## config.mk

```make
export PLATFORM = sky130hd
export DESIGN_NAME = afc_frontend
export DESIGN_NICKNAME = d
export VERILOG_FILES = /design/src/common/afc_pkg.sv /design/src/hdl/afc_fifo.sv /design/src/hdl/afc_frontend.sv
export VERILOG_INCLUDE_DIRS = /design/src /design/src/common
export SDC_FILE = /design/constraint.sdc
export NUM_CORES = 1
export LEC_CHECK = 0
export BUFFER_PORTS_ARGS = -buffer_cell sky130_fd_sc_hd__buf_2
export CORE_ASPECT_RATIO = 1.25
export CORE_MARGIN = 2
export CORE_UTILIZATION = 55
export CTS_CLUSTER_SIZE = 10
export DETAILED_ROUTE_END_ITERATION = 8
export PLACE_DENSITY = 0.72
export SETUP_SLACK_MARGIN = 0.3
export SLEW_MARGIN = 30
export SYNTH_ARGS = -nofsm -noshare
export SYNTH_HDL_FRONTEND = slang
export SYNTH_SLANG_ARGS = --single-unit
```

## constraint.sdc

```tcl
create_clock -name mclk -period 12.9 [get_ports mclk]
set_input_delay 1.29 -clock mclk [delete_from_list [all_inputs] [get_ports mclk]]
set_output_delay 1.29 -clock mclk [all_outputs]
set_load 0.005 [all_outputs]
```

## src/common/afc_defines.svh

```systemverilog
// Register offsets, field positions, reset values and timing counts
`ifndef AFC_DEFINES_SVH
`define AFC_DEFINES_SVH

// Register byte offsets
`define AFC_REG_CFG 4'h0
`define AFC_REG_STATUS 4'h4
`define AFC_REG_DATA 4'h8

// Configuration register fields
`define AFC_CFG_SEL_LSB 0
`define AFC_CFG_GAIN_LSB 4
`define AFC_CFG_BYPASS_BIT 7
`define AFC_CFG_REF_LSB 8
`define AFC_CFG_TURBO_BIT 10
`define AFC_CFG_RATE_LSB 12

// Status register fields
`define AFC_ST_CAPGAIN_LSB 0
`define AFC_ST_AMPGAIN_LSB 2
`define AFC_ST_AMPEN_BIT 5
`define AFC_ST_NEGTIE_BIT 6
`define AFC_ST_DATAVALID_BIT 7
`define AFC_ST_OVERRUN_BIT 8
`define AFC_ST_REFSETTLED_BIT 9

// Reset values
`define AFC_CFG_RESET 32'h0000_0000

// Clock and oscillator figures
`define AFC_MCLK_HZ 64'd25000000
`define AFC_OSC_NORMAL_HZ 64'd1024000
`define AFC_OSC_TURBO_HZ 64'd2048000
`define AFC_PHASE_BITS 24
`define AFC_MOD_DIV 4
`define AFC_INC_NORMAL ((`AFC_OSC_NORMAL_HZ << `AFC_PHASE_BITS) / `AFC_MCLK_HZ)
`define AFC_INC_TURBO ((`AFC_OSC_TURBO_HZ << `AFC_PHASE_BITS) / `AFC_MCLK_HZ)

// Internal reference settling, least time rounded up
`define AFC_MCLK_PERIOD_NS 40
`define AFC_REF_SETTLE_NS 25000
`define AFC_REF_SETTLE_CYC \
    ((`AFC_REF_SETTLE_NS + `AFC_MCLK_PERIOD_NS - 1) / `AFC_MCLK_PERIOD_NS)

// Decimation lengths in modulator clocks per data-rate code
`define AFC_OSR_0 16'd12798
`define AFC_OSR_1 16'd5695
`define AFC_OSR_2 16'd2883
`define AFC_OSR_3 16'd1479
`define AFC_OSR_4 16'd779
`define AFC_OSR_5 16'd431
`define AFC_OSR_6 16'd259

`endif

```

## src/common/afc_pkg.sv

```systemverilog
// Types shared by the converter front-end control logic
`default_nettype none
package afc_pkg;
    typedef enum logic [1:0] {
        AFC_REF_INTERNAL = 2'h0,
        AFC_REF_EXTERNAL = 2'h1,
        AFC_REF_SUPPLY = 2'h2,
        AFC_REF_SUPPLY_ALT = 2'h3
    } afc_ref_e;

    typedef struct packed {
        logic [2:0] rate;
        logic turbo;
        afc_ref_e refSelect;
        logic ampBypassRequest;
        logic [2:0] gain;
        logic [3:0] inputSelect;
    } afc_cfg_s;

    typedef struct packed {
        logic ampEnable;
        logic negInputToSupply;
        logic [2:0] ampGain;
        logic [1:0] capGain;
    } afc_ana_s;
endpackage
`default_nettype wire

```

## src/hdl/afc_fifo.sv

```systemverilog
// Parameterised synchronous FIFO with valid/ready on both sides
`timescale 1ns/1ns
`default_nettype none
module afc_fifo #(
    parameter int WIDTH = 16,
    parameter int DEPTH = 16
) (
    // Clock and reset
    input wire logic clk,
    input wire logic rstSync_n,
    // Fill side
    input wire logic inValid,
    output logic inReady,
    input wire logic [WIDTH-1:0] inData,
    // Drain side
    output logic outValid,
    input wire logic outReady,
    output logic [WIDTH-1:0] outData
);
    localparam int AW = $clog2(DEPTH);

    typedef struct packed {
        logic [DEPTH-1:0][WIDTH-1:0] mem;
        logic [AW-1:0] wrPtr;
        logic [AW-1:0] rdPtr;
        logic [AW:0] level;
    } fifo_s;

    fifo_s st_r;
    fifo_s st_nxt;
    logic doPush;
    logic doPop;

    assign inReady = (st_r.level != (AW+1)'(DEPTH));
    assign outValid = (st_r.level != '0);
    assign outData = st_r.mem[st_r.rdPtr];
    assign doPush = inValid && inReady;
    assign doPop = outValid && outReady;

    always_comb begin
        st_nxt = st_r;
        if (doPush) begin
            st_nxt.mem[st_r.wrPtr] = inData;
            st_nxt.wrPtr = (st_r.wrPtr == AW'(DEPTH - 1)) ? '0 :
                AW'(st_r.wrPtr + 1'b1);
        end
        if (doPop) begin
            st_nxt.rdPtr = (st_r.rdPtr == AW'(DEPTH - 1)) ? '0 :
                AW'(st_r.rdPtr + 1'b1);
        end
        if (doPush && !doPop) begin
            st_nxt.level = (AW+1)'(st_r.level + 1'b1);
        end else if (doPop && !doPush) begin
            st_nxt.level = (AW+1)'(st_r.level - 1'b1);
        end
    end

    always_ff @(posedge clk or negedge rstSync_n) begin
        if (!rstSync_n) begin
            st_r <= '0;
        end else begin
            st_r <= st_nxt;
        end
    end
endmodule
`default_nettype wire

```

## src/hdl/afc_frontend.sv

```systemverilog
// Converter front-end control: gain/bypass decode, reference, clocking, filter
//
// Overview of operation
// Bypass request with gain 1, 2 or 4 disables and bypasses the amplifier.
// Input codes 1000 to 1011 tie negative input to negative supply.
// Input codes 1000 to 1011 force amplifier bypass regardless of request.
// Single-ended selection clamps effective gain to 4 when programmed above.
// With amplifier off, gains 1, 2, 4 come from switched-capacitor stage.
// Two-bit field picks internal, external pair or supply reference.
// After reset the reference field selects the internal reference.
// Software waits 25 us for internal reference to settle before use.
// Modulator clock runs at one quarter of oscillator frequency.
// Oscillator 1.024 MHz normal, 2.048 MHz turbo; modulator 256/512 kHz.
// Linear-phase FIR decimates the bitstream, length follows data rate.
// Filter settles in one conversion; restarts cleanly on config change.
// Data rate and notches derive from oscillator clock, scaling with it.
// Input selection held in a four-bit configuration field.
// Gain held in three-bit field: gains 1 to 128 in powers of two.
// Bypass request with gain above 4 differential keeps amplifier on.
// Modulator enable is divide-by-four count, restarted on mode change.
//
// Chosen here: the Avalon-MM interface to the registers and the placing of the registers.
`include "afc_defines.svh"
`timescale 1ns/1ns
`default_nettype none
module afc_frontend #(
    parameter int FIFO_DEPTH = 16,
    parameter int DATA_W = 16
) (
    // Clock and reset
    input wire logic mclk,
    input wire logic rst_n,
    // Avalon-MM slave
    input wire logic [3:0] avsAddress,
    input wire logic avsRead,
    input wire logic avsWrite,
    input wire logic [31:0] avsWritedata,
    output logic [31:0] avsReaddata,
    output logic avsWaitrequest,
    // Modulator bitstream from the analog core
    input wire logic modBit,
    // Analog controls
    output logic modClkEn,
    output logic ampEnable,
    output logic negInputToSupply,
    output logic [2:0] ampGain,
    output logic [1:0] capGain,
    output logic [1:0] refSelect,
    output logic refSettled
);
    ////////////////////////////////////////////////////////////////////////
    // State

    typedef struct packed {
        logic [1:0] modSync;
        afc_pkg::afc_cfg_s cfg;
        afc_pkg::afc_ana_s ana;
        logic ack;
        logic [31:0] readData;
        logic [`AFC_PHASE_BITS-1:0] phase;
        logic [1:0] oscDiv;
        logic modEn;
        logic [15:0] accum;
        logic [15:0] count;
        logic [DATA_W-1:0] result;
        logic resultValid;
        logic overrun;
        logic [9:0] refTimer;
    } st_s;

    localparam logic [`AFC_PHASE_BITS-1:0] INC_NORMAL =
        `AFC_PHASE_BITS'(`AFC_INC_NORMAL);
    localparam logic [`AFC_PHASE_BITS-1:0] INC_TURBO =
        `AFC_PHASE_BITS'(`AFC_INC_TURBO);
    localparam logic [9:0] REF_SETTLE = 10'(`AFC_REF_SETTLE_CYC);

    st_s st_r;
    st_s st_nxt;
    logic [1:0] rstPipe_r;
    logic rstSync_n;
    logic fifoInReady;
    logic fifoOutValid;
    logic [DATA_W-1:0] fifoOutData;
    logic fifoPop;
    logic busReq;
    logic busAck;

    ////////////////////////////////////////////////////////////////////////
    // Helper functions

    function automatic afc_pkg::afc_ana_s decodeGain(
        input afc_pkg::afc_cfg_s c
    );
        afc_pkg::afc_ana_s a;
        logic singleEnded;
        logic lowGain;
        singleEnded = (c.inputSelect[3:2] == 2'h2);
        lowGain = (c.gain <= 3'h2);
        a.negInputToSupply = singleEnded;
        // Bypass only honoured for low gains; otherwise amplifier stays on unless input is single-ended
        a.ampEnable = !(singleEnded || (c.ampBypassRequest && lowGain));

        if (lowGain) begin
            a.ampGain = 3'h0;
            a.capGain = c.gain[1:0];
        end else if (singleEnded) begin
            a.ampGain = 3'h0;
            a.capGain = 2'h2;
        end else begin
            a.ampGain = 3'(c.gain - 3'h2);
            a.capGain = 2'h2;
        end
        return a;
    endfunction

    function automatic logic [15:0] rateToOsr(input logic [2:0] rate);
        logic [15:0] osr;
        osr = `AFC_OSR_6;
        unique case (rate)
            3'h0: osr = `AFC_OSR_0;
            3'h1: osr = `AFC_OSR_1;
            3'h2: osr = `AFC_OSR_2;
            3'h3: osr = `AFC_OSR_3;
            3'h4: osr = `AFC_OSR_4;
            3'h5: osr = `AFC_OSR_5;
            3'h6: osr = `AFC_OSR_6;
            3'h7: osr = `AFC_OSR_6;
        endcase
        return osr;
    endfunction

    ////////////////////////////////////////////////////////////////////////
    // Reset release

    always_ff @(posedge mclk or negedge rst_n) begin
        if (!rst_n) begin
            rstPipe_r <= 2'h0;
        end else begin
            rstPipe_r <= {rstPipe_r[0], 1'b1};
        end
    end
    assign rstSync_n = rstPipe_r[1];

    ////////////////////////////////////////////////////////////////////////
    // Bus handshake: one wait cycle on every access

    assign busReq = avsRead || avsWrite;
    assign busAck = busReq && st_r.ack;
    assign avsWaitrequest = busReq && !st_r.ack;
    assign avsReaddata = st_r.readData;
    assign fifoPop = busAck && avsRead && (avsAddress == `AFC_REG_DATA);

    ////////////////////////////////////////////////////////////////////////
    // Output data FIFO

    afc_fifo #(
        .WIDTH(DATA_W),
        .DEPTH(FIFO_DEPTH)
    ) u_fifo (
        .clk(mclk),
        .rstSync_n(rstSync_n),
        .inValid(st_r.resultValid),
        .inReady(fifoInReady),
        .inData(st_r.result),
        .outValid(fifoOutValid),
        .outReady(fifoPop),
        .outData(fifoOutData)
    );

    ////////////////////////////////////////////////////////////////////////
    // Next state

    always_comb begin
        logic cfgWrite;
        logic overrunClr;
        logic [`AFC_PHASE_BITS:0] phaseSum;
        logic oscTick;
        logic modBitNow;
        logic [15:0] osr;
        logic newResult;
        afc_pkg::afc_cfg_s newCfg;

        cfgWrite = 1'b0;
        overrunClr = 1'b0;
        phaseSum = '0;
        oscTick = 1'b0;
        modBitNow = 1'b0;
        osr = '0;
        newResult = 1'b0;
        newCfg = st_r.cfg;
        st_nxt = st_r;

        // Bitstream comes from the analog side: synchronise first
        st_nxt.modSync = {st_r.modSync[0], modBit};
        modBitNow = st_r.modSync[1];

        // Register access
        st_nxt.ack = busReq && !st_r.ack;
        if (busReq && !st_r.ack) begin
            st_nxt.readData = 32'h0;
            unique case (avsAddress)
                `AFC_REG_CFG: begin
                    // Field by field: packed struct order leaves no bit 11
                    st_nxt.readData[`AFC_CFG_SEL_LSB +: 4] =
                        st_r.cfg.inputSelect;
                    st_nxt.readData[`AFC_CFG_GAIN_LSB +: 3] = st_r.cfg.gain;
                    st_nxt.readData[`AFC_CFG_BYPASS_BIT] =
                        st_r.cfg.ampBypassRequest;
                    st_nxt.readData[`AFC_CFG_REF_LSB +: 2] =
                        st_r.cfg.refSelect;
                    st_nxt.readData[`AFC_CFG_TURBO_BIT] = st_r.cfg.turbo;
                    st_nxt.readData[`AFC_CFG_RATE_LSB +: 3] = st_r.cfg.rate;
                end
                `AFC_REG_STATUS: begin
                    st_nxt.readData[`AFC_ST_CAPGAIN_LSB +: 2] =
                        st_r.ana.capGain;
                    st_nxt.readData[`AFC_ST_AMPGAIN_LSB +: 3] =
                        st_r.ana.ampGain;
                    st_nxt.readData[`AFC_ST_AMPEN_BIT] = st_r.ana.ampEnable;
                    st_nxt.readData[`AFC_ST_NEGTIE_BIT] =
                        st_r.ana.negInputToSupply;
                    st_nxt.readData[`AFC_ST_DATAVALID_BIT] = fifoOutValid;
                    st_nxt.readData[`AFC_ST_OVERRUN_BIT] = st_r.overrun;
                    st_nxt.readData[`AFC_ST_REFSETTLED_BIT] =
                        (st_r.refTimer == 10'h0);
                end
                `AFC_REG_DATA: begin
                    st_nxt.readData = 32'(fifoOutData);
                end
                default: begin
                    st_nxt.readData = 32'h0;
                end
            endcase
        end
        if (busAck && avsWrite) begin
            if (avsAddress == `AFC_REG_CFG) begin
                cfgWrite = 1'b1;
                newCfg.inputSelect =
                    avsWritedata[`AFC_CFG_SEL_LSB +: 4];
                newCfg.gain = avsWritedata[`AFC_CFG_GAIN_LSB +: 3];
                newCfg.ampBypassRequest = avsWritedata[`AFC_CFG_BYPASS_BIT];
                newCfg.refSelect = afc_pkg::afc_ref_e'(
                    avsWritedata[`AFC_CFG_REF_LSB +: 2]);
                newCfg.turbo = avsWritedata[`AFC_CFG_TURBO_BIT];
                newCfg.rate = avsWritedata[`AFC_CFG_RATE_LSB +: 3];
                st_nxt.cfg = newCfg;
            end
            if (avsAddress == `AFC_REG_STATUS) begin
                overrunClr = avsWritedata[`AFC_ST_OVERRUN_BIT];
            end
        end

        // Registered analog controls follow the stored configuration
        st_nxt.ana = decodeGain(st_r.cfg);

        // Reference settle timer restarts when switching to internal
        if (cfgWrite && newCfg.refSelect == afc_pkg::AFC_REF_INTERNAL &&
            st_r.cfg.refSelect != afc_pkg::AFC_REF_INTERNAL) begin
            st_nxt.refTimer = REF_SETTLE;
        end else if (st_r.refTimer != 10'h0) begin
            st_nxt.refTimer = 10'(st_r.refTimer - 10'h1);
        end

        // Oscillator model: phase accumulator at the mode's frequency
        phaseSum = {1'b0, st_r.phase} +
            {1'b0, st_r.cfg.turbo ? INC_TURBO : INC_NORMAL};
        st_nxt.phase = phaseSum[`AFC_PHASE_BITS-1:0];
        oscTick = phaseSum[`AFC_PHASE_BITS];
        st_nxt.modEn = 1'b0;
        if (oscTick) begin
            st_nxt.oscDiv = 2'(st_r.oscDiv + 2'h1);
            st_nxt.modEn = (st_r.oscDiv == 2'(`AFC_MOD_DIV - 1));
        end
        // Mode change restarts the divider so no short modulator cycle
        if (cfgWrite && newCfg.turbo != st_r.cfg.turbo) begin
            st_nxt.phase = '0;
            st_nxt.oscDiv = 2'h0;
            st_nxt.modEn = 1'b0;
        end

        // Boxcar FIR: equal taps give linear phase, one period to settle
        osr = rateToOsr(st_r.cfg.rate);
        if (st_r.modEn) begin
            if (st_r.count == 16'(osr - 16'h1)) begin
                newResult = 1'b1;
                st_nxt.result = DATA_W'(st_r.accum + {15'h0, modBitNow});
                st_nxt.accum = 16'h0;
                st_nxt.count = 16'h0;
            end else begin
                st_nxt.accum = 16'(st_r.accum + {15'h0, modBitNow});
                st_nxt.count = 16'(st_r.count + 16'h1);
            end
        end
        // Any configuration write discards a partial sum, so the
        // first result after it is already fully settled
        if (cfgWrite) begin
            st_nxt.accum = 16'h0;
            st_nxt.count = 16'h0;
            newResult = 1'b0;
            st_nxt.result = st_r.result;
        end

        // Hand result to the FIFO; a full FIFO holds it back
        if (st_r.resultValid && fifoInReady) begin
            st_nxt.resultValid = 1'b0;
        end
        if (overrunClr) begin
            st_nxt.overrun = 1'b0;
        end
        if (newResult) begin
            st_nxt.resultValid = 1'b1;
            // Held result would be lost: flag it, set wins over clear
            if (st_r.resultValid && !fifoInReady) begin
                st_nxt.overrun = 1'b1;
            end
        end
    end

    ////////////////////////////////////////////////////////////////////////
    // State register

    always_ff @(posedge mclk or negedge rstSync_n) begin
        if (!rstSync_n) begin
            st_r <= '0;
            st_r.cfg <= afc_pkg::afc_cfg_s'(14'(`AFC_CFG_RESET));
            st_r.ana.ampEnable <= 1'b1;
            st_r.refTimer <= REF_SETTLE;
        end else begin
            st_r <= st_nxt;
        end
    end

    ////////////////////////////////////////////////////////////////////////
    // Outputs

    assign modClkEn = st_r.modEn;
    assign ampEnable = st_r.ana.ampEnable;
    assign negInputToSupply = st_r.ana.negInputToSupply;
    assign ampGain = st_r.ana.ampGain;
    assign capGain = st_r.ana.capGain;
    assign refSelect = st_r.cfg.refSelect;
    assign refSettled = (st_r.refTimer == 10'h0);
endmodule
`default_nettype wire

```

# Yosys cells after proc, flatten, opt, wreduce, memory -nomap -nowiden

Memories as Yosys holds them, arrays and structs flattened.
Cells that the tools add are included.

Register bits: 414
Latch bits: 0
RAM bits: 0
ROM bits: 104
Input port bits: 41
Output and inout bits: 44
Logic and storage cells: 141
Memories: 1

Add/subtract/negate cells: 11
$mul: 0
Divide/modulo/power cells: 0
$lt $le $gt $ge: 4
Equality and inequality tests: 9
Shift operators: 0
Mux-type cells: 38
Bitwise operators: 1
Reductions and logical operators: 35

Memory list:

| memory          | words | bits a word | read ports | clocked after Yosys merged registers in | wr ports | RTL line            | text |
|---|---|---|---|---|---|---|---|
| (no name shown) | 8     | 13          | 1          | 0                                       | 0        | afc_frontend.sv:119 | `unique case (rate)` |

Operators by type and width:

| kind                                               | count |
|---|---|
| bitwise mux 256 bit                                | 1 |
| two-way mux 48 bit                                 | 2 |
| binary-select mux 16 bit (select 4 bit)            | 1 |
| demux 16 bit (select 4 bit)                        | 1 |
| two-way mux 16 bit                                 | 3 |
| two-way mux 32 bit                                 | 1 |
| case mux 10 bit (3 select lines)                   | 1 |
| two-way mux 27 bit                                 | 1 |
| adder 24 x 21 -> 25 bit                            | 1 |
| two-way mux 11 bit                                 | 2 |
| two-way mux 21 bit                                 | 1 |
| two-way mux 10 bit                                 | 2 |
| two-way mux 5 bit                                  | 4 |
| adder 16 x 1 -> 16 bit                             | 1 |
| adder 16 x 1 -> 16 bit, second input constant      | 1 |
| equality test 16 bit                               | 1 |
| subtractor 16 x 1 -> 16 bit, second input constant | 1 |
| logical AND 1 bit                                  | 15 |
| equality test 4 bit, second input constant         | 3 |
| two-way mux 1 bit                                  | 12 |
| nonzero test 2 bit                                 | 6 |
| logical NOT 10 bit                                 | 1 |
| < comparator 4 x 5 -> 1 bit, second input constant | 2 |
| nonzero test 10 bit                                | 1 |
| other kinds (25)                                   | 33 |

# Longest topological paths before layout

Gate-level depths: netlist of the first run.

Depth in word-level cells: 8
Depth in mapped cells: 12
Mapped depth without buffers: 12

# Hierarchy

A second synthesis of the first run with hierarchy kept.

Cell total of the unflattened synthesis: 1579
Area total of the unflattened synthesis: 20253.2 um^2

By module, submodules not included:

| module       | times used | cells each | area an instance (um^2) | sequential area each (um^2) |
|---|---|---|---|---|
| afc_fifo     | 1          | 812        | 13037.5                 | 6731.5 |
| afc_frontend | 1          | 767        | 7215.7                  | 3235.6 |

# Worst setup path before layout of the first run

No wires, ideal clock.

Path kind: input-to-reg
From: input avsAddress[1]
To: register u_fifo.st_r[4] in the netlist's numbering
Library setup time: 0.125 ns
Arrival time: 3.301 ns
Required time: 12.775 ns
Setup slack: 9.474 ns
Cell stages on the path: 12
Buffers on the path: 0
Path through: nor3_1 > nand2_1 > nor3_1 > inv_1 > ha_1 > inv_1 > ha_1 > a21o_1 > a21oi_1 > xnor2_1 > nor2_1 > xor2_1

Cells in the longest elaborated chain, start to end: 6
Elaborated cells between the ends (all ways): 8
Classes of those cells: eq/ne: 1; mux: 1; reduce/logical: 6

Ends and longest elaborated chain:

| item                                                    | RTL line            | text |
|---|---|---|
| start, declared                                         | afc_frontend.sv:34  | `input wire logic [3:0] avsAddress,` |
| equality test 4 bit *                                   | -                   |  |
| logical AND 1 bit *                                     | afc_frontend.sv:151 | `` assign fifoPop = busAck && avsRead && (avsAddress == `AFC_REG_DATA); `` |
| logical AND 1 bit *                                     | afc_fifo.sv:38      | `assign doPop = outValid && outReady;` |
| logical NOT 1 bit                                       | afc_fifo.sv:51      | `if (doPush && !doPop) begin` |
| logical AND 1 bit                                       | afc_fifo.sv:51      |  |
| two-way mux 5 bit or nonzero test 2 bit (tied branches) | -                   |  |
| end signal, assigned                                    | afc_fifo.sv:62      | `st_r <= st_nxt;` |
| end, declared                                           | afc_fifo.sv:29      | `fifo_s st_r;` |

Mark *: on every way between the ends. The rest lies on a longest branch, timed or not.
A chain may end at the register's enable or synchronous reset.

# Worst setup path in the final report of the first run

From: input avsWrite
To: output avsWaitrequest

Cells in the longest elaborated chain, start to end: 2

Ends and longest elaborated chain:

| item              | RTL line            | text |
|---|---|---|
| start, declared   | afc_frontend.sv:36  | `input wire logic avsWrite,` |
| logical OR 1 bit  | afc_frontend.sv:147 | `assign busReq = avsRead \|\| avsWrite;` |
| logical AND 1 bit | afc_frontend.sv:149 | `assign avsWaitrequest = busReq && !st_r.ack;` |
| end, declared     | afc_frontend.sv:39  | `output logic avsWaitrequest,` |

Every way passes these cells.

==> results.sh, run 1 <==
export IMPL_status="finished, final reports clean"
export IMPL_cp_cell_sequence="buf_2 > nor2_1 > or2_2 > inv_1 > buf_2"
export IMPL_ant_nets=0
export IMPL_n_antenna_cell=0
export IMPL_dieArea_um2=36900
export IMPL_root_buffer="clkbuf_16"
export IMPL_layout_drive_gt1_share_pct=32.8
export IMPL_synth_area_per_cell_um2=12.7
export IMPL_p_sw_w=0.00101
export IMPL_path_delay_family="buffers and inverters"
export IMPL_cts_tree="done"
export IMPL_path_common_cell="buf_2"
export IMPL_grt_overflow_total=0
export IMPL_cp_slowest_stage_delay_ps=540
export IMPL_die_h_um=214
export IMPL_tns_ps=0
export IMPL_die_w_um=172
export IMPL_drcViolationCount=0
export IMPL_grt_pass1_vias=12700
export IMPL_yosys_area_top_type="dfrtp_1"
export IMPL_numCtsBuffers=46
export IMPL_netlist_instances=1530
export IMPL_dp_cells=1972
export IMPL_path_buf_inv=3
export IMPL_yosys_area_top_type_share_pct=50.5
export IMPL_hold_viol=0
export IMPL_wirelength_um=43300
export IMPL_hold_ws_ps=346
export IMPL_grt_pass1_wl_um=69900
export IMPL_wl_per_cell_um=21.3
export IMPL_area_delta_synth_final_pct=9.62
export IMPL_synth_edff_count=0
export IMPL_clockBufferDepth=3
export IMPL_clock_fmax_mhz=257
export IMPL_post_cts_buffers=0
export IMPL_power_leakage_nw=10.0
export IMPL_initial_core_util_pct=55.4
export IMPL_rows=77
export IMPL_clock_skew_ps=14.4
export IMPL_critPathSlowestCell="or2_2"
export IMPL_ctsHtreeMaxLevel=2
export IMPL_track_usage_pct=24.5
export IMPL_maxCapViolCount=0
export IMPL_slew_violations=0
export IMPL_io_buffers=50
export IMPL_slew_headroom_pct=33.4
export IMPL_fin_ws_ps=9010
export IMPL_ys_dominant_reg_cell="dfrtp_1"
export IMPL_cts_resized_gates=0
export IMPL_ys_seq_elements=398
export IMPL_final_cells=2036
export IMPL_cts_hold_buf=0
export IMPL_first_pass_iters=5
export IMPL_seq_area_frac_synth_pct=51.3
export IMPL_p_int_w=0.00236
export IMPL_rsz0062_at_grt="no"
export IMPL_synthTopCellsByCount="dfrtp_1 (392), mux2_2 (283), nand2_1 (78), nor2_1 (72), clkbuf_1 (64)"
export IMPL_final_nets=1625
export IMPL_yosysMostFrequentCell="dfrtp_1"
export IMPL_required_ps=11610
export IMPL_routabilityCongestion=0.824
export IMPL_powerDensity_nw_per_um2=158
export IMPL_synthTopCellsByArea="dfrtp_1 (50%), mux2_2 (16%), mux4_2 (6.7%)"
export IMPL_period_share_pct=30.2
export IMPL_cp_start_kind="primary input"
export IMPL_clock_sinks=398
export IMPL_place_ws_ps=8640
export IMPL_vdd_drop_max_mv=0.143
export IMPL_core_um2=35100
export IMPL_syn_area_um2=19400
export IMPL_dp_hpwl_um=27400
export IMPL_pwr_share_comb_pct=20.8
export IMPL_p_sw_share_pct=29.9
export IMPL_vias_per_cell=6.00
export IMPL_insertion_delay_ps=550
export IMPL_grt_max_degree=183
export IMPL_setup_viol_count_final=0
export IMPL_ios=85
export IMPL_drt_iter0_drc=734
export IMPL_async_reset_ff_share_pct=100
export IMPL_cp_arrival_ps=2600
export IMPL_cp_max_fo=27
export IMPL_ys_warn_count=0
export IMPL_pwr_share_clk_pct=34.4
export IMPL_synth_cell_types=74
export IMPL_antenna_found_initial=0
export IMPL_vias=12200
export IMPL_tightest_slew_ps=994
export IMPL_end_kind="output pin"
export IMPL_hold_path_class="reg2reg"
export IMPL_criticalPathCategory="in2out"
export IMPL_clk_pin_slew_ps=60
export IMPL_pwr_share_seq_pct=44.8
export IMPL_fin_crit_ps=3890
per-layer routing:
layer | track usage [%] | wire length, µm
met3 | 3.65 | 1610
met5 | 0 | 0
met2 | 41.8 | 22100
met1 | 32.6 | 18600
met4 | 6.89 | 946
cell families after synthesis:
group / Yosys count / synth area share, %
other: 2 / 0.0386
AOI/OAI and AO/OA: 167 / 5.92
adders and majority gates: 37 / 2.46
and+or+nand+nor: 339 / 8.80
DFF: 398 / 51.3
xor gates and xnor gates: 67 / 3.02
muxes: 366 / 24.6
buffers and inverters: 154 / 3.90
cell type report:
| class | instances | area, µm² |
|---|---|---|
| Timing Repair Buffer | 78 | 524 |
| Sequential cell | 398 | 9980 |
| Inverter | 30 | 113 |
| Clock inverter | 2 | 12.5 |
| Tap cell | 474 | 593 |
| Multi-Input combinational cell | 993 | 8820 |
| Clock buffer | 61 | 1270 |
| Fill cell | 2794 | 13800 |
per-stage QoR:
| stage | total power [W] | instance area (µm²) | utilization (%) |
|---|---|---|---|
| final | 0.00337 | 21300 | 60.8 |
| after global routing | 0.00355 | 21300 | 60.8 |
| after CTS | 0.00339 | 21300 | 60.7 |
| after detailed placement | 0.00223 | 20000 | 57.0 |
| after global placement | 0.00220 | 19900 | 56.8 |
| after floorplan | 0.00206 | 19500 | - |
power groups by stage:
stage	Clock, W	Combinational (W)	Sequential [W]
final	0.00116	0.000699	0.00151
after global routing	0.00123	0.000794	0.00153
after CTS	0.00118	0.000704	0.00151
after detailed placement	0	0.000700	0.00153
after global placement	0	0.000655	0.00154
after floorplan	0	0.000576	0.00149
flip-flops by register name (all words and copies together) (netlist names):
| name | flops |
|---|---|
| st_nxt | 1 |
| st_r | 100 |
| ampGain | 3 |
| modClkEn | 1 |
| avsReaddata | 16 |
| refSelect | 2 |
| capGain | 2 |
| rstPipe_r | 2 |
| u_fifo.st_r | 269 |
| negInputToSupply | 1 |
| ampEnable | 1 |
cells in the final DEF (no fill, tap or decap), types with 11 or more instances in the layout:
cell,n
nand3_1,32
ha_1,35
buf_4,21
nand4_1,21
mux4_2,58
and3_1,18
clkbuf_16,49
clkbuf_1,12
o21ai_0,40
mux2i_1,17
nor2b_1,16
conb_1,17
inv_1,29
buf_2,50
xor2_1,39
a21oi_1,39
nor2_1,72
nand2_1,78
nor3_1,44
mux2_2,283
a221oi_1,11
a22o_1,12
xnor2_1,28
dfrtp_1,388
path summary, 6_finish.rpt:
| kind | startpoint | end | slack, ps | cells after the start |
|---|---|---|---|---|
| max | avsWrite | avsWaitrequest | 9010 | 5 |
| min | rstPipe_r[0]$_DFF_PN0_ | rstPipe_r[1]$_DFF_PN0_ | 350 | 0 |
| max reg2reg | st_r[139]$_DFFE_PN0P_ | st_r[16]$_DFFE_PN0P_ | 9500 | 10 |
| min reg2reg | rstPipe_r[0]$_DFF_PN0_ | rstPipe_r[1]$_DFF_PN0_ | 350 | 0 |
| max in group asynchronous | rstPipe_r[1]$_DFF_PN0_ | u_fifo.st_r[86]$_DFFE_PN0P_ | 10360 | 3 |
| min in group asynchronous | rstPipe_r[1]$_DFF_PN0_ | st_r[68]$_DFF_PN0_ | 410 | 0 |
Power figures use the tool's default switching activity.
==> run 2: changes to the inputs <==
Clock period 12.9 ns to 3.95 ns, I/O delays scaled along.
==> results.sh, run 2 (synthesis results as in run 1) <==
export IMPL_slew_headroom_pct=39.5
export IMPL_clock_skew_ps=22.1
export IMPL_path_buf_inv=2
export IMPL_io_buffers=50
export IMPL_required_ps=4370
export IMPL_first_pass_iters=5
export IMPL_cts_resized_gates=0
export IMPL_hold_path_class="in2reg"
export IMPL_critPathSlowestCell="or4_4"
export IMPL_drcViolationCount=0
export IMPL_vdd_drop_max_mv=0.492
export IMPL_ios=85
export IMPL_num_fill_cells=2802
export IMPL_ant_nets=0
export IMPL_end_kind="register"
export IMPL_layout_drive_gt1_share_pct=33.0
export IMPL_hold_viol=0
export IMPL_vias=12300
export IMPL_post_cts_buffers=0
export IMPL_antenna_found_initial=0
export IMPL_criticalPathCategory="reg2reg"
export IMPL_timing_rr_end="st_r[18]$_DFFE_PN0P_"
export IMPL_setup_viol_count_final=0
export IMPL_grt_max_degree=102
export IMPL_clk_pin_slew_ps=60
export IMPL_drt_iter0_drc=653
export IMPL_cts_hold_buf=2
export IMPL_routabilityCongestion=0.841
export IMPL_cp_cell_sequence="inv_1 > ha_1 > or3_4 > a2111oi_4 > nor2_1 > or4_4 > nor3_4 > buf_4 > mux2_2"
export IMPL_cp_max_fo=18
export IMPL_die_w_um=172
export IMPL_placed_area_um2=20100
export IMPL_status="finished, final reports clean"
export IMPL_core_um2=35100
export IMPL_grt_pass1_wl_um=70600
export IMPL_hold_path_startpoint="avsWritedata[0]"
export IMPL_ctsHtreeMaxLevel=2
export IMPL_path_delay_family="simple AND/OR/NAND/NOR gates"
export IMPL_dieArea_um2=36900
export IMPL_insertion_delay_ps=550
export IMPL_clockBufferDepth=3
export IMPL_vias_per_cell=6.01
export IMPL_cp_slowest_stage_delay_ps=490
export IMPL_layout_area_seq_um2=9980
export IMPL_place_ws_ps=808
export IMPL_wirelength_um=43300
export IMPL_cts_tree="done"
export IMPL_powerDensity_nw_per_um2=511
export IMPL_clock_fmax_mhz=318
export IMPL_rows=77
export IMPL_layout_common_cells="dfrtp_1 (388), mux2_2 (283), nand2_1 (78), nor2_1 (72), mux4_2 (58)"
export IMPL_reg2reg_from="st_r[139]$_DFFE_PN0P_"
export IMPL_multi_input_area_um2=8800
export IMPL_cp_arrival_ps=3560
export IMPL_slew_violations=0
export IMPL_regToRegSetupSlack_ps=800
export IMPL_fin_ws_ps=803
export IMPL_area_delta_synth_final_pct=9.92
export IMPL_wl_per_cell_um=21.2
export IMPL_final_common_cell="dfrtp_1"
export IMPL_rsz0062_at_grt="no"
export IMPL_regMostFlops="u_fifo.st_r"
export IMPL_initial_core_util_pct=55.4
export IMPL_cp_start_kind="register"
export IMPL_hold_depth=3
export IMPL_grt_overflow_total=0
export IMPL_tightest_slew_ps=907
export IMPL_whs_endpoint="st_r[127]$_DFFE_PN0P_"
export IMPL_final_nets=1636
export IMPL_tns_ps=0
export IMPL_dp_hpwl_um=29000
export IMPL_power_leakage_nw=10.1
export IMPL_track_usage_pct=24.6
export IMPL_die_h_um=214
export IMPL_largest_register_ffs=269
export IMPL_postLayoutCellArea_um2=21400
export IMPL_maxCapViolCount=0
export IMPL_period_share_pct=79.7
export IMPL_grt_pass1_vias=13000
export IMPL_clock_sinks=398
export IMPL_root_buffer="clkbuf_16"
export IMPL_numCtsBuffers=46
export IMPL_fin_crit_ps=3150
export IMPL_reg2regPathDepth=9
export IMPL_n_antenna_cell=0
## run 2: cell types whose count changed in the layout (fill, tap and decap cells not counted), sizes merged
cell         delta
dlygate4sd3     +2
inv             +1
clkbuf          -1
buf             +9
clkinv          -1
## run 2: worst max path at each step
stage	startpoint	to	slack (ps)	cells past startpoint
3_3_place_gp	st_r[139]$_DFFE_PN0P_	st_r[18]$_DFFE_PN0P_	840	9
2_1_floorplan	rstPipe_r[1]$_DFF_PN0_	ampGain[0]$_DFF_PN0_	40	0
5_1_grt	st_r[139]$_DFFE_PN0P_	st_r[18]$_DFFE_PN0P_	520	9
3_5_place_dp	st_r[139]$_DFFE_PN0P_	st_r[18]$_DFFE_PN0P_	810	9
4_1_cts	st_r[139]$_DFFE_PN0P_	st_r[18]$_DFFE_PN0P_	800	9
6_report	st_r[139]$_DFFE_PN0P_	st_r[18]$_DFFE_PN0P_	800	9
## run 2: worst register-to-register path, stage by stage (launching register included)
cell and delay, ps:
dfrtp_1 480, inv_1 140, ha_1 240, or3_4 400, a2111oi_4 390, nor2_1 70, or4_4 490, nor3_4 130
buf_4 300, mux2_2 380
## run 2: area by class of cell
cell class | count | area share (%)
Timing Repair Buffer | 89 | 2.92
Inverter | 30 | 0.527
Clock buffer | 60 | 5.82
Sequential cell | 398 | 46.7
Multi-Input combinational cell | 993 | 41.2
Tap cell | 474 | 2.77
Clock inverter | 2 | 0.0761
## run 2: metrics by stage
| step | std cells | utilization (%) | hold WS [ps] | power (W) |
|---|---|---|---|---|
| 6_report | 2046 | 60.9 | 43.8 | 0.0109 |
| 4_1_cts | 2046 | 60.9 | 24.4 | 0.0110 |
| 3_5_place_dp | 1982 | 57.3 | 182 | 0.00728 |
| 3_3_place_gp | 1981 | 57.2 | 181 | 0.00720 |
| 2_1_floorplan | 1545 | - | 99.4 | 0.00673 |
| 5_1_grt | 2046 | 60.9 | 43.2 | 0.0115 |
## run 2: metal layers
layer  GRT usage (%)  part of all wire [%]  vias up
met2            41.9                    51      266
li1                -                     -     5554
met3            3.73                   4.0       99
met4            9.02                   3.6        0
met1            31.7                    42     6371
met5               0                     0        -
## run 2: report_power, final
part / internal, W / total [W] / switching [W]
Sequential: 0.00447 / 0.00495 / 0.000480
Combinational: 0.00104 / 0.00226 / 0.00122
Clock: 0.00217 / 0.00371 / 0.00154
==> run 3: changes to the inputs <==
Clock period 3.95 ns to 2.95 ns, I/O delays scaled along.
==> results.sh, run 3 (synthesis results as in run 1) <==
export IMPL_status="finished, final reports clean"
export IMPL_grt_pass1_wl_um=71400
export IMPL_regToRegSetupSlack_ps=230
export IMPL_reg2reg_from="st_r[138]$_DFFE_PN0P_"
export IMPL_vdd_drop_max_mv=0.545
export IMPL_timing_rr_end="st_r[49]$_DFFE_PN0P_"
export IMPL_maxCapViolCount=0
export IMPL_rsz0062_at_grt="yes"
export IMPL_routabilityCongestion=0.888
export IMPL_reg2regPathDepth=8
export IMPL_tightest_slew_ps=707
export IMPL_cp_arrival_ps=3140
export IMPL_postLayoutCellArea_um2=22300
export IMPL_grt_overflow_total=0
export IMPL_clk_pin_slew_ps=50
export IMPL_n_antenna_cell=0
export IMPL_ios=85
export IMPL_end_kind="register"
export IMPL_hold_viol=0
export IMPL_clockBufferDepth=3
export IMPL_slew_violations=0
export IMPL_antenna_found_initial=0
export IMPL_final_common_cell="dfrtp_1"
export IMPL_placed_area_um2=20400
export IMPL_io_buffers=50
export IMPL_startpoint="st_r[138]$_DFFE_PN0P_"
export IMPL_pwr_share_seq_pct=43.9
export IMPL_clock_sinks=398
export IMPL_layout_common_cells="dfrtp_1 (385), mux2_2 (275), nand2_1 (78), nor2_1 (72), buf_4 (69)"
export IMPL_vias_per_cell=6.01
export IMPL_p_int_w=0.0105
export IMPL_grt_pass1_vias=12900
export IMPL_rows=77
export IMPL_initial_core_util_pct=55.4
export IMPL_required_ps=3370
export IMPL_powerDensity_nw_per_um2=674
export IMPL_regMostFlops="u_fifo.st_r"
export IMPL_cts_tree="done"
export IMPL_clock_fmax_mhz=368
export IMPL_fin_ws_ps=229
export IMPL_period_share_pct=92.2
export IMPL_root_buffer="clkbuf_16"
export IMPL_slew_headroom_pct=52.9
export IMPL_p_sw_w=0.00451
export IMPL_wirelength_um=44900
export IMPL_power_leakage_nw=10.4
export IMPL_final_nets=1697
export IMPL_pwr_share_clk_pct=33.3
export IMPL_drcViolationCount=0
export IMPL_die_h_um=214
export IMPL_setup_viol_count_final=0
export IMPL_largest_register_ffs=269
export IMPL_hold_path_class="in2async"
export IMPL_cp_start_kind="register"
export IMPL_criticalPathCategory="reg2reg"
export IMPL_area_delta_synth_final_pct=14.4
export IMPL_dieArea_um2=36900
export IMPL_drt_iter0_drc=894
export IMPL_dp_hpwl_um=29800
export IMPL_ctsHtreeMaxLevel=2
export IMPL_cp_endpoint="st_r[49]$_DFFE_PN0P_"
export IMPL_track_usage_pct=24.9
export IMPL_grt_max_degree=98
export IMPL_core_um2=35100
export IMPL_numCtsBuffers=46
export IMPL_ant_nets=0
export IMPL_layout_drive_gt1_share_pct=36.5
export IMPL_insertion_delay_ps=560
export IMPL_pwr_share_comb_pct=22.7
export IMPL_vias=12700
export IMPL_fin_crit_ps=2720
export IMPL_first_pass_iters=5
export IMPL_p_sw_share_pct=30.0
export IMPL_die_w_um=172
export IMPL_cp_max_fo=13
export IMPL_wl_per_cell_um=21.3
export IMPL_clock_skew_ps=24.7
export IMPL_place_ws_ps=72.4
-- run 3: cell count changes in the layout (fill, tap and decap cells not counted), moves of 3 or more --
cell / change
buf_12: +3
buf_4: +38
buf_6: +3
dfrtp_1: -3
dfrtp_2: +4
dlygate4sd3_1: +14
ha_1: -5
ha_4: +4
inv_1: -3
mux2_2: -8
mux2_4: +8
nor3_1: -13
nor3_4: +11
-- run 3: worst min-delay path by stage --
stage | from | endpoint | cells past startpoint
floorplan | rst_n | rstPipe_r[0]$_DFF_PN0_ | 0
global placement | rst_n | rstPipe_r[0]$_DFF_PN0_ | 1
detailed placement | rst_n | rstPipe_r[0]$_DFF_PN0_ | 1
CTS | rst_n | rstPipe_r[1]$_DFF_PN0_ | 2
global route | rst_n | rstPipe_r[1]$_DFF_PN0_ | 2
finish | rst_n | rstPipe_r[1]$_DFF_PN0_ | 2
-- run 3: stage by stage --
step	TNS (ps)	hold WS [ps]	instances	total power (W)	util [%]
global route	0	61.0	2109	0.0158	63.4
detailed placement	0	82.7	2014	0.00986	58.2
global placement	0	82.3	2014	0.00973	58.2
CTS	0	37.5	2101	0.0150	62.6
floorplan	-373710	-0.591	1545	0.00904	-
finish	0	57.1	2109	0.0150	63.4
-- run 3: final cells by class --
cell class	instances	area (µm²)
multi-input cells	993	9050
clock buffers	61	1250
repair buffers	150	1220
clock inverters	3	37.5
well taps	474	593
inverters	30	115
flip-flops and latches	398	9980
fillers	2674	12800
-- run 3: power groups by stage --
stage / clock network (W) / registers, W / logic [W]
2_1_floorplan: 0 / 0.00650 / 0.00254
3_3_place_gp: 0 / 0.00662 / 0.00311
3_5_place_dp: 0 / 0.00665 / 0.00321
4_1_cts: 0.00512 / 0.00657 / 0.00329
5_1_grt: 0.00534 / 0.00667 / 0.00382
6_report: 0.00500 / 0.00659 / 0.00341
-- run 3: critical path: stages, from the launching register on --
cell       delay, ps
dfrtp_2          460
ha_4             180
or3_4            390
a2111oi_4        310
o2111ai_1        170
or4b_4           580
nor2_4           230
clkbuf_16        210
nor3_1            60
-- run 3: what timing repair did --
item | 4_1_cts | 5_1_grt
hold buffers | 16 | 0
resized for setup | 9 | 41
cloned | 1 | 2
hold endpoints to repair | 17 | 0
buffers inserted | 6 | 6
pin swaps | 4 | 16
endpoints found under the setup margin | 45 | 53
-- run 3: routing by layer --
metal | share of wire [%] | wire (µm) | global-route usage (%) | vias to the layer above
met3 | 4.0 | 1800 | 3.99 | 79
met4 | 2.6 | 1190 | 7.56 | 0
met2 | 52 | 23300 | 42.4 | 287
met5 | 0 | 0 | 0 | -
met1 | 41 | 18600 | 32.9 | 6601
li1 | - | - | - | 5698
